==> src/verilog/t1dlm_pkg.sv <==
// Register map, field layout, reset values and timing constants of the data link message map
package t1dlm_pkg;
  // Register indices as printed; byte address is four times the index
  localparam logic [9:0] IDX_REPORT_CTL   = 10'h07f;
  localparam logic [9:0] IDX_TX_CODE      = 10'h080;
  localparam logic [9:0] IDX_RX_CTL       = 10'h081;
  localparam logic [9:0] IDX_RX_FLAG      = 10'h082;
  localparam logic [9:0] IDX_RX_CODE      = 10'h083;
  localparam logic [9:0] IDX_TX_ENABLE    = 10'h084;
  localparam logic [9:0] IDX_TX2_ASSIGN   = 10'h086;
  localparam logic [9:0] IDX_TX3_ASSIGN   = 10'h087;
  localparam logic [9:0] IDX_TX2_MASK     = 10'h089;
  localparam logic [9:0] IDX_TX3_MASK     = 10'h08a;
  localparam logic [9:0] IDX_RX_ENABLE    = 10'h08b;
  localparam logic [9:0] IDX_RX2_ASSIGN   = 10'h08d;
  localparam logic [9:0] IDX_RX3_ASSIGN   = 10'h08e;
  localparam logic [9:0] IDX_FORMAT       = 10'h0a8;
  localparam logic [9:0] IDX_IRQ_MASK     = 10'h0a9;
  localparam int         ADDR_W           = 12;

  // Field positions
  localparam int RPT_AUTO_BIT   = 0;
  localparam int RX_RX_CODE_IRQ_ENABLE_BIT    = 4;
  localparam int RX_AVC_BIT     = 5;
  localparam int ASG_ODD_BIT    = 5;
  localparam int ASG_EVEN_BIT   = 6;
  localparam int FMT_ESF_BIT    = 0;
  localparam int FMT_DM_BIT     = 1;

  // Reset values
  localparam logic [5:0] CODE_IDLE      = 6'h3f;
  localparam logic [1:0] FORMAT_RESET   = 2'h1;
  localparam logic       IRQ_MASK_RESET = 1'b1;

  // Channel and message constants
  localparam logic [4:0] LAST_CHANNEL   = 5'h17;
  localparam logic [3:0] BOM_LAST_POS   = 4'hf;
  localparam logic [3:0] BOM_CODE_POS   = 4'h9;
  localparam logic [7:0] BOM_PREAMBLE   = 8'hff;
  localparam logic [3:0] WIN_STRICT     = 4'ha;
  localparam logic [3:0] HIT_STRICT     = 4'h8;
  localparam logic [3:0] WIN_FAST       = 4'h5;
  localparam logic [3:0] HIT_FAST       = 4'h4;

  // Bus answers
  localparam logic [1:0] RESP_OKAY      = 2'h0;
  localparam logic [1:0] RESP_SLVERR    = 2'h2;

  // Timing: report period and clock rate
  localparam longint REPORT_PERIOD_MS = 1000;
  localparam longint CLK_PERIOD_NS    = 10;
  localparam int     REPORT_CYCLES    = int'((REPORT_PERIOD_MS * 1000000) / CLK_PERIOD_NS);

  // Transmit serializer states
  typedef enum logic [1:0] {
    T1DLM_TX_IDLE = 2'b01,
    T1DLM_TX_SEND = 2'b10
  } t1dlm_tx_state_t;
endpackage

==> src/verilog/t1dlm_top.sv <==
// Data link message map: bit-oriented messages, report timer and HDLC channel mapping
// Notes on behaviour
// - Send performance report every second in EXTENDED_SUPERFRAME_FORMAT
// - No report when disabled or not EXTENDED_SUPERFRAME_FORMAT
// - Non-all-ones code sent continuously in EXTENDED_SUPERFRAME_FORMAT
// - Pattern: eight ones, zero, code 0..5, zero
// - Select 0: 8 of 10, new code
// - Select 1: 4 of 5, new code
// - Declared code loads field, bit5 LSB
// - Update flag set on load, write-one clears
// - Flag interrupts only while enable set
// - Transmitter enables; one needs EXTENDED_SUPERFRAME_FORMAT or DM
// - Receiver enables; one needs EXTENDED_SUPERFRAME_FORMAT or DM
// - Transmit insertion by even/odd frame select
// - Transmit channel 0..23, ignored if unselected
// - Mask bit 7 is channel MSB
// - Mask ignored with both selects clear
// - Receive extraction by even/odd frame select
// - Receive channel 0..23, ignored if unselected
// - Report carries five programmed bits
module t1dlm_top
  import t1dlm_pkg::*;
#(
  parameter int REPORT_CYCLES_P = t1dlm_pkg::REPORT_CYCLES
) (
  input  wire logic                   clk_sys,
  input  wire logic                   rst,
  // AXI4-Lite slave
  input  wire logic [t1dlm_pkg::ADDR_W-1:0] s_axi_awaddr,
  input  wire logic                   s_axi_awvalid,
  output logic                        s_axi_awready,
  input  wire logic [31:0]            s_axi_wdata,
  input  wire logic [3:0]             s_axi_wstrb,
  input  wire logic                   s_axi_wvalid,
  output logic                        s_axi_wready,
  output logic [1:0]                  s_axi_bresp,
  output logic                        s_axi_bvalid,
  input  wire logic                   s_axi_bready,
  input  wire logic [t1dlm_pkg::ADDR_W-1:0] s_axi_araddr,
  input  wire logic                   s_axi_arvalid,
  output logic                        s_axi_arready,
  output logic [31:0]                 s_axi_rdata,
  output logic [1:0]                  s_axi_rresp,
  output logic                        s_axi_rvalid,
  input  wire logic                   s_axi_rready,
  // Data link bit slots from the framer
  input  wire logic                   tx_dl_strobe,
  output logic                        tx_dl_bit,
  output logic                        tx_dl_bom_active,
  input  wire logic                   rx_dl_strobe,
  input  wire logic                   rx_dl_bit,
  // Report hand-off to transmitter one
  output logic                        report_valid,
  output logic [4:0]                  report_bits,
  input  wire logic                   report_ready,
  // Timeslot position from the framer
  input  wire logic                   slot_strobe,
  input  wire logic                   frame_odd,
  input  wire logic [4:0]             slot_channel,
  input  wire logic [2:0]             slot_bit,
  output logic                        tx2_insert,
  output logic                        tx3_insert,
  output logic                        rx2_extract,
  output logic                        rx3_extract,
  output logic [2:0]                  tx_link_active,
  output logic [2:0]                  rx_link_active,
  output logic                        irq
);
  import t1dlm_pkg::*;

  // Whole state of the block in one record
  typedef struct packed {
    logic [5:0]      tx_code;      // Transmit code field
    logic [7:0]      rx_ctl;       // Validation select and irq enable
    logic            flag;         // Received-code update flag
    logic            irq_mask;     // Extra gate on the flag
    logic [5:0]      rx_code;      // Received code field
    logic [2:0]      tx_en;        // Transmitter enables
    logic [6:0]      tx2_asg;      // Even/odd/channel, transmitter two
    logic [6:0]      tx3_asg;      // Even/odd/channel, transmitter three
    logic [7:0]      tx2_mask;     // Bit mask, transmitter two
    logic [7:0]      tx3_mask;     // Bit mask, transmitter three
    logic [2:0]      rx_en;        // Receiver enables
    logic [6:0]      rx2_asg;      // Even/odd/channel, receiver two
    logic [6:0]      rx3_asg;      // Even/odd/channel, receiver three
    logic [5:0]      rpt_ctl;      // Report bits and auto enable
    logic [1:0]      fmt;          // Line format: EXTENDED_SUPERFRAME_FORMAT, DM
    logic            awready;
    logic            wready;
    logic            bvalid;
    logic [1:0]      bresp;
    logic            arready;
    logic            rvalid;
    logic [1:0]      rresp;
    logic [31:0]     rdata;
    t1dlm_tx_state_t tx_state;     // Serializer state
    logic [3:0]      tx_pos;       // Bit position in the pattern
    logic [5:0]      tx_cur;       // Code latched for this pattern
    logic            tx_bit;
    logic            tx_active;
    logic [15:0]     rx_sr;        // Last sixteen received link bits
    logic [5:0]      cand;         // Candidate message
    logic [3:0]      win;          // Messages seen in this window
    logic [3:0]      hits;         // Messages equal to the candidate
    logic [31:0]     sec_cnt;      // One-second divider
    logic            rpt_valid;
    logic [4:0]      rpt_bits;
    logic            tx2_ins;
    logic            tx3_ins;
    logic            rx2_ext;
    logic            rx3_ext;
    logic [2:0]      tx_act;
    logic [2:0]      rx_act;
    logic            irq;
  } t1dlm_state_t;

  t1dlm_state_t st_reg;
  t1dlm_state_t st_next;

  // Reset image of the state
  localparam t1dlm_state_t ST_RESET = '{
    tx_code: CODE_IDLE, rx_code: CODE_IDLE, fmt: FORMAT_RESET, irq_mask: IRQ_MASK_RESET,
    tx_state: T1DLM_TX_IDLE, bresp: RESP_OKAY, rresp: RESP_OKAY, default: '0};

  // Pattern bit at a given position
  function automatic logic bom_bit(input logic [5:0] code, input logic [3:0] pos);
    logic [3:0] k;
    k = pos - BOM_CODE_POS;
    if (pos < 4'h8) begin
      bom_bit = 1'b1;
    end else if (pos == 4'h8 || pos == BOM_LAST_POS) begin
      bom_bit = 1'b0;
    end else begin
      bom_bit = code[k[2:0]];
    end
  endfunction

  // Slot decode for a mapped channel; shared by all four links
  function automatic logic slot_hit(input logic [6:0] asg, input logic [7:0] mask, input logic en,
                                    input logic odd, input logic [4:0] ch, input logic [2:0] bitn);
    logic sel;
    sel = odd ? asg[ASG_ODD_BIT] : asg[ASG_EVEN_BIT];
    // Both selects clear gives sel=0, so channel and mask are ignored
    slot_hit = en & sel & (asg[4:0] == ch) & (asg[4:0] <= LAST_CHANNEL) & mask[~bitn];
  endfunction

  // Next-state logic
  always_comb begin
    logic       extended_superframe_format;
    logic       dm;
    logic       wr;
    logic       rd;
    logic [9:0] widx;
    logic [9:0] ridx;
    logic [7:0] wd;
    logic       hit_ok;
    logic [7:0] rv;
    logic [15:0] sr;
    logic [5:0] msg;
    logic [3:0] thr;
    logic [3:0] wlen;
    logic       decl;
    logic       clr;
    extended_superframe_format    = 1'b0;
    dm     = 1'b0;
    wr     = 1'b0;
    rd     = 1'b0;
    widx   = '0;
    ridx   = '0;
    wd     = '0;
    hit_ok = 1'b0;
    rv     = '0;
    sr     = '0;
    msg    = '0;
    thr    = '0;
    wlen   = '0;
    decl   = 1'b0;
    clr    = 1'b0;
    st_next = st_reg;
    extended_superframe_format = st_reg.fmt[FMT_ESF_BIT];
    dm  = st_reg.fmt[FMT_DM_BIT];

    // Write channel: take address and data together, one write at a time
    st_next.awready = 1'b0;
    st_next.wready  = 1'b0;
    if (s_axi_awvalid && s_axi_wvalid && !st_reg.awready && !st_reg.bvalid) begin
      st_next.awready = 1'b1;
      st_next.wready  = 1'b1;
    end
    wr   = st_reg.awready & s_axi_awvalid & s_axi_wvalid;
    widx = s_axi_awaddr[ADDR_W-1:2];
    wd   = s_axi_wdata[7:0];
    if (st_reg.bvalid && s_axi_bready) begin
      st_next.bvalid = 1'b0;
    end
    if (wr) begin
      st_next.bvalid = 1'b1;
      hit_ok = 1'b1;
      // Only the low byte lane carries register data
      if (s_axi_wstrb[0]) begin
        case (widx)
          IDX_REPORT_CTL: st_next.rpt_ctl = wd[5:0];
          IDX_TX_CODE:    st_next.tx_code = wd[5:0];
          IDX_RX_CTL:     st_next.rx_ctl = {2'h0, wd[RX_AVC_BIT], wd[RX_RX_CODE_IRQ_ENABLE_BIT], 4'h0};
          IDX_RX_FLAG:    clr = wd[0];
          IDX_RX_CODE:    ;                 // Read-only, write ignored
          IDX_TX_ENABLE:  st_next.tx_en = wd[2:0];
          IDX_TX2_ASSIGN: st_next.tx2_asg = wd[6:0];
          IDX_TX3_ASSIGN: st_next.tx3_asg = wd[6:0];
          IDX_TX2_MASK:   st_next.tx2_mask = wd;
          IDX_TX3_MASK:   st_next.tx3_mask = wd;
          IDX_RX_ENABLE:  st_next.rx_en = wd[2:0];
          IDX_RX2_ASSIGN: st_next.rx2_asg = wd[6:0];
          IDX_RX3_ASSIGN: st_next.rx3_asg = wd[6:0];
          IDX_FORMAT:     st_next.fmt = wd[1:0];
          IDX_IRQ_MASK:   st_next.irq_mask = wd[0];
          default:        hit_ok = 1'b0;
        endcase
      end else begin
        hit_ok = (widx == IDX_REPORT_CTL) || (widx >= IDX_TX_CODE && widx <= IDX_RX3_ASSIGN) ||
                 (widx == IDX_FORMAT) || (widx == IDX_IRQ_MASK);
      end
      st_next.bresp = hit_ok ? RESP_OKAY : RESP_SLVERR;
    end

    // Read channel: one read at a time, answer two cycles after valid
    st_next.arready = 1'b0;
    if (s_axi_arvalid && !st_reg.arready && !st_reg.rvalid) begin
      st_next.arready = 1'b1;
    end
    rd   = st_reg.arready & s_axi_arvalid;
    ridx = s_axi_araddr[ADDR_W-1:2];
    if (st_reg.rvalid && s_axi_rready) begin
      st_next.rvalid = 1'b0;
    end
    if (rd) begin
      hit_ok = 1'b1;
      case (ridx)
        IDX_REPORT_CTL: rv = {2'h0, st_reg.rpt_ctl};
        IDX_TX_CODE:    rv = {2'h0, st_reg.tx_code};
        IDX_RX_CTL:     rv = st_reg.rx_ctl;
        IDX_RX_FLAG:    rv = {7'h0, st_reg.flag};
        IDX_RX_CODE:    rv = {2'h0, st_reg.rx_code};
        IDX_TX_ENABLE:  rv = {5'h0, st_reg.tx_en};
        IDX_TX2_ASSIGN: rv = {1'b0, st_reg.tx2_asg};
        IDX_TX3_ASSIGN: rv = {1'b0, st_reg.tx3_asg};
        IDX_TX2_MASK:   rv = st_reg.tx2_mask;
        IDX_TX3_MASK:   rv = st_reg.tx3_mask;
        IDX_RX_ENABLE:  rv = {5'h0, st_reg.rx_en};
        IDX_RX2_ASSIGN: rv = {1'b0, st_reg.rx2_asg};
        IDX_RX3_ASSIGN: rv = {1'b0, st_reg.rx3_asg};
        IDX_FORMAT:     rv = {6'h0, st_reg.fmt};
        IDX_IRQ_MASK:   rv = {7'h0, st_reg.irq_mask};
        default:        hit_ok = 1'b0;   // Unmapped: zero data, slave error
      endcase
      st_next.rvalid = 1'b1;
      st_next.rdata  = {24'h0, rv};
      st_next.rresp  = hit_ok ? RESP_OKAY : RESP_SLVERR;
    end

    // Transmit pattern: code latched per pattern so a write never splits one
    if (tx_dl_strobe) begin
      case (st_reg.tx_state)
        T1DLM_TX_IDLE: begin
          if (extended_superframe_format && st_reg.tx_code != CODE_IDLE) begin
            st_next.tx_state  = T1DLM_TX_SEND;
            st_next.tx_cur    = st_reg.tx_code;
            st_next.tx_pos    = 4'h1;
            st_next.tx_bit    = bom_bit(st_reg.tx_code, 4'h0);
            st_next.tx_active = 1'b1;
          end else begin
            st_next.tx_bit    = 1'b1;
            st_next.tx_active = 1'b0;
          end
        end
        T1DLM_TX_SEND: begin
          st_next.tx_bit = bom_bit(st_reg.tx_cur, st_reg.tx_pos);
          st_next.tx_pos = st_reg.tx_pos + 4'h1;
          if (st_reg.tx_pos == BOM_LAST_POS) begin
            // Repeat while the code stays programmed, else fall idle after this pattern
            st_next.tx_pos = '0;
            if (!(extended_superframe_format && st_reg.tx_code != CODE_IDLE)) begin
              st_next.tx_state = T1DLM_TX_IDLE;
            end else begin
              st_next.tx_cur = st_reg.tx_code;
            end
          end
        end
        default: begin
          st_next.tx_state = T1DLM_TX_IDLE;
        end
      endcase
    end

    // Receive validation; windows also restart when EXTENDED_SUPERFRAME_FORMAT is cleared
    thr  = st_reg.rx_ctl[RX_AVC_BIT] ? HIT_FAST : HIT_STRICT;
    wlen = st_reg.rx_ctl[RX_AVC_BIT] ? WIN_FAST : WIN_STRICT;
    if (!extended_superframe_format) begin
      st_next.rx_sr = '0;
      st_next.win   = '0;
    end else if (rx_dl_strobe) begin
      sr = {st_reg.rx_sr[14:0], rx_dl_bit};
      st_next.rx_sr = sr;
      if (sr[15:8] == BOM_PREAMBLE && !sr[7] && !sr[0]) begin
        // First code bit received is the message MSB, so it lands in field bit 0
        msg = {sr[1], sr[2], sr[3], sr[4], sr[5], sr[6]};
        st_next.rx_sr = '0;                       // Cleared so patterns never overlap
        if (st_reg.win == 4'h0) begin
          st_next.cand = msg;
          st_next.win  = 4'h1;
          st_next.hits = 4'h1;
        end else begin
          st_next.win  = st_reg.win + 4'h1;
          st_next.hits = st_reg.hits + ((msg == st_reg.cand) ? 4'h1 : 4'h0);
        end
        if (st_next.hits == thr) begin
          decl = (st_next.cand != st_reg.rx_code);
          st_next.win = '0;
        end else if (st_next.win == wlen) begin
          st_next.win = '0;                       // Window failed; next message starts afresh
        end
      end
    end
    if (decl) begin
      st_next.rx_code = st_next.cand;
    end
    // Set wins over a write-one clear in the same cycle
    st_next.flag = (st_reg.flag & ~clr) | decl;
    st_next.irq  = st_next.flag & st_next.rx_ctl[RX_RX_CODE_IRQ_ENABLE_BIT] & st_next.irq_mask;

    // One-second report timer; stays quiet unless enabled in EXTENDED_SUPERFRAME_FORMAT
    if (extended_superframe_format && st_reg.rpt_ctl[RPT_AUTO_BIT]) begin
      if (st_reg.sec_cnt >= 32'(REPORT_CYCLES_P - 1)) begin
        st_next.sec_cnt   = '0;
        st_next.rpt_valid = 1'b1;
        st_next.rpt_bits  = st_reg.rpt_ctl[5:1];
      end else begin
        st_next.sec_cnt = st_reg.sec_cnt + 32'h1;
      end
    end else begin
      st_next.sec_cnt   = '0;
      st_next.rpt_valid = 1'b0;
    end
    if (st_reg.rpt_valid && report_ready) begin
      st_next.rpt_valid = 1'b0;
    end

    // Link enables; link one only in EXTENDED_SUPERFRAME_FORMAT or DM
    st_next.tx_act = {st_reg.tx_en[2:1], st_reg.tx_en[0] & (extended_superframe_format | dm)};
    st_next.rx_act = {st_reg.rx_en[2:1], st_reg.rx_en[0] & (extended_superframe_format | dm)};

    // Timeslot mapping, one cycle after the slot strobe
    st_next.tx2_ins = slot_strobe & slot_hit(st_reg.tx2_asg, st_reg.tx2_mask, st_reg.tx_en[1],
                                             frame_odd, slot_channel, slot_bit);
    st_next.tx3_ins = slot_strobe & slot_hit(st_reg.tx3_asg, st_reg.tx3_mask, st_reg.tx_en[2],
                                             frame_odd, slot_channel, slot_bit);
    st_next.rx2_ext = slot_strobe & slot_hit(st_reg.rx2_asg, 8'hff, st_reg.rx_en[1],
                                             frame_odd, slot_channel, slot_bit);
    st_next.rx3_ext = slot_strobe & slot_hit(st_reg.rx3_asg, 8'hff, st_reg.rx_en[2],
                                             frame_odd, slot_channel, slot_bit);
  end

  // State register
  always_ff @(posedge clk_sys or posedge rst) begin
    if (rst) begin
      st_reg <= ST_RESET;
    end else begin
      st_reg <= st_next;
    end
  end

  // Outputs straight from the state register
  assign s_axi_awready    = st_reg.awready;
  assign s_axi_wready     = st_reg.wready;
  assign s_axi_bvalid     = st_reg.bvalid;
  assign s_axi_bresp      = st_reg.bresp;
  assign s_axi_arready    = st_reg.arready;
  assign s_axi_rvalid     = st_reg.rvalid;
  assign s_axi_rresp      = st_reg.rresp;
  assign s_axi_rdata      = st_reg.rdata;
  assign tx_dl_bit        = st_reg.tx_bit;
  assign tx_dl_bom_active = st_reg.tx_active;
  assign report_valid     = st_reg.rpt_valid;
  assign report_bits      = st_reg.rpt_bits;
  assign tx2_insert       = st_reg.tx2_ins;
  assign tx3_insert       = st_reg.tx3_ins;
  assign rx2_extract      = st_reg.rx2_ext;
  assign rx3_extract      = st_reg.rx3_ext;
  assign tx_link_active   = st_reg.tx_act;
  assign rx_link_active   = st_reg.rx_act;
  assign irq              = st_reg.irq;
endmodule

==> config.mk <==
export PLATFORM = sky130hd
export DESIGN_NAME = t1dlm_top
export DESIGN_NICKNAME = d
export VERILOG_FILES = /design/src/verilog/t1dlm_pkg.sv /design/src/verilog/t1dlm_top.sv
export SDC_FILE = /design/constraint.sdc
export NUM_CORES = 1
export LEC_CHECK = 0
export ABC_AREA = 1
export BUFFER_PORTS_ARGS = -buffer_cell sky130_fd_sc_hd__buf_2
export CAP_MARGIN = 10
export CORE_ASPECT_RATIO = 0.75
export CORE_MARGIN = 5
export CORE_UTILIZATION = 60
export DETAILED_ROUTE_END_ITERATION = 7
export PLACE_DENSITY = 0.94
export SYNTH_ARGS = -nofsm -noshare
export SYNTH_HDL_FRONTEND = slang
export SYNTH_SLANG_ARGS = --single-unit
==> constraint.sdc <==
create_clock -name clk_sys -period 12 [get_ports clk_sys]
set_input_delay 0.6 -clock clk_sys [delete_from_list [all_inputs] [get_ports clk_sys]]
set_output_delay 0.6 -clock clk_sys [all_outputs]
set_load 0.005 [all_outputs]
==> results.toml <==
[synth]
yosysWarnings = 0
ys_seq_elements = 180
syn_avg_cell_area_um2 = 7.66
synth_edf_count = 0
synth_flop_cell = "dfrtp_1"
synthArstFlopShare = 1.00
ys_seq_area_frac = 0.452
netlist_area_um2 = 10000
synthCells = 1306
synthDistinctLibCells = 49

[routing]
viasPerCell = 5.76
wire_per_inst_um = 17.2
ant_nets = 0
drcViolationCount = 0
drt_iter0_markers = 1158
num_vias = 9186
wl_um = 27400
drt-pass1-iter-count = 6

[critical_path]
slowest_delay_ns = 0.39
r2r_setup_slack_ns = 9.09
critPathMaxFanout = 8
start_kind = "register"
arrival_ns = 3.27
cp.depth = 14
critPathLaunch = "st_reg[64]"
endpoint_kind = "register"
cp.buffers_inverters = 1
cpMostUsedCell = "ha_1"
critical_path_class = "reg -> reg"
cp-endpoint = "irq"
crit_family = "simple AND/OR/NAND/NOR gates"
r2r_cells = 14
reg2reg_from = "st_reg[64]"
cpMaxStageDelayCell = "dfrtp_1"
crit_required_ns = 12.36
reg2reg_to = "irq"
path_cells = "inv_1 -> nor2_1 -> nor3_1 -> nand4_1 -> nor4_1 -> ha_1 -> ha_1 -> xor2_1 -> nand3_1 -> nand2_1 -> nand3_4 -> nor2_8 -> nand2_4 -> a21oi_2"

[floorplanning]
ios = 141
die_x_um = 159
rows = 40
coreArea_um2 = 16200
initial_core_util = 0.617
die-area_um2 = 19400
die_y_um = 122

[grt]
grt_pass1_wl_um = 43800
grt_max_degree = 101
antenna_found_initial = 1
grt_pass1_vias = 8539
grt_usage = 0.280
overflow = 0

[layout]
fillers = 1312
syn_to_final_growth_pct = 9.67
multiInputGateArea_um2 = 4570
regArea_um2 = 4520
drive_above_1_share = 0.124
largest_reg_flops = 143
mostFrequentLayoutCells = "336 x nand2_1, 165 x dfrtp_1, 144 x inv_1, 138 x nor2_1, 116 x nand3_1"
final_nets = 1464
layout_commonest_cell = "nand2_1"

[clocking]
cts_buffers = 17
cts_tree = "done"
cts_max_path_buffers = 2
root_buffer = "clkbuf_16"
post_cts_buffers = 0
cts_hold_buffers = 0
clkLatencyLatePin_ns = 0.43
cts_num_sinks = 180
htree_levels = 4
cts-resized-gates = 0
clk_pin_slew_ns = 0.07

[power]
peakVddDrop_mv = 0.0999
leakage_nw = 5.36
powerDensity_nw_per_um2 = 126

[sta]
hold_violations = 0
fin_setup_tns_ns = 0
rsz0062_at_grt = "no"
maxSlewHeadroom = 0.327
max_freq_mhz = 344
setup_violations = 0
hold_ws_ns = 0.343
post-route-period-util = 0.243
period_needed_ns = 2.91
clock_skew_ns = 0.0109
drv_slew = 0
worst_pin_slew_ns = 1.01

[placed_design]
dpl.hpwl_um = 20000
io_buffers = 83
globalplace.congestion = 1.04

[run_status]
outcome = "complete, no violations"

[flow_run]
drv_cap = 0

[worst_hold_path]
hold_class = "in -> reg"
## logic make-up (layout without fill, tap and decap cells)
kind of cell | after synthesis | after routing | share of synthesized area
fa+ha+maj | 11 | 11 | 0.0138
xor+xnor | 30 | 30 | 0.0263
other cells | 1 | 32 | 0.000375
flops | 180 | 180 | 0.452
compound gates | 173 | 173 | 0.0954
simple gates | 690 | 690 | 0.305
mux | 4 | 4 | 0.00450
buf+inv | 217 | 266 | 0.102
## where the power goes
group	leakage, nW	internal (mW)	switching [mW]
Clock	0.296	0.346	0.246
Combinational	2.73	0.0484	0.0905
Sequential	2.34	0.629	0.0176
Total	5.36	1.02	0.355
## worst min-delay path by stage
stage	depth (start not counted)	end	startpoint
after floorplan	0	rx_link_active[1]	st_next[2]
after global placement	1	s_axi_arready	s_axi_arready
after detailed placement	1	s_axi_arready	s_axi_arready
after CTS	2	s_axi_bvalid	s_axi_bready
after global routing	2	s_axi_bvalid	s_axi_bready
final	2	s_axi_bvalid	s_axi_bready
## metrics by stage
step / cells / utilization / cell area, µm² / setup WS (ns) / power, mW
after global routing: 1596 / 0.677 / 11000 / 9.01 / 1.43
after detailed placement: 1563 / 0.638 / 10300 / 9.21 / 0.793
after floorplan: 1336 / - / 10100 / 6.54 / 0.758
after global placement: 1563 / 0.638 / 10300 / 9.32 / 0.787
after CTS: 1595 / 0.676 / 11000 / 9.15 / 1.38
final: 1596 / 0.677 / 11000 / 9.09 / 1.38
## final cells by class
type | instances | share of cell area
tap | 210 | 0.0239
clock inverter | 11 | 0.0136
timing repair buffer | 85 | 0.0392
multi-input combinational | 939 | 0.416
antenna | 1 | 0.000228
inverter | 149 | 0.0514
clock buffer | 21 | 0.0429
sequential | 180 | 0.412
## synth_stat cells (all sizes together), types with 2 or more instances
| master | n | area share |
|---|---|---|
| nand2 | 345 | 0.13 |
| dfrtp | 165 | 0.41 |
| nor2 | 151 | 0.063 |
| inv | 146 | 0.055 |
| nand3 | 120 | 0.064 |
| o21ai | 111 | 0.056 |
| buf | 58 | 0.043 |
| a21oi | 28 | 0.014 |
| nand4 | 28 | 0.018 |
| nor3 | 25 | 0.014 |
| xor2 | 21 | 0.018 |
| dfstp | 15 | 0.039 |
| o22ai | 12 | 0.0075 |
| ha | 11 | 0.014 |
| clkbuf | 10 | 0.0038 |
| xnor2 | 9 | 0.0079 |
| o32ai | 8 | 0.0070 |
| nand3b | 6 | 0.0045 |
| nor4 | 6 | 0.0038 |
| or2 | 5 | 0.0031 |
| mux2 | 4 | 0.0045 |
| clkinv | 3 | 0.0011 |
| o2111ai | 3 | 0.0026 |
| o211ai | 3 | 0.0023 |
| o31ai | 3 | 0.0023 |
| and2 | 2 | 0.0013 |
## worst reg2reg max path, cell delays in order, from the launching register on
cell	delay, ns
dfrtp_1	0.39
inv_1	0.14
nor2_1	0.05
nor3_1	0.24
nand4_1	0.16
nor4_1	0.29
ha_1	0.27
ha_1	0.17
xor2_1	0.32
nand3_1	0.13
nand2_1	0.13
nand3_4	0.12
nor2_8	0.17
nand2_4	0.12
a21oi_2	0.14
## layer usage
metal	vias to the layer above	GRT usage	part of all wire
met5	-	0	0
met4	0	0.0773	0.019
met3	50	0.0741	0.12
met2	534	0.418	0.43
met1	4296	0.406	0.43
li1	4306	-	-
Power figures use the tool's default switching activity.
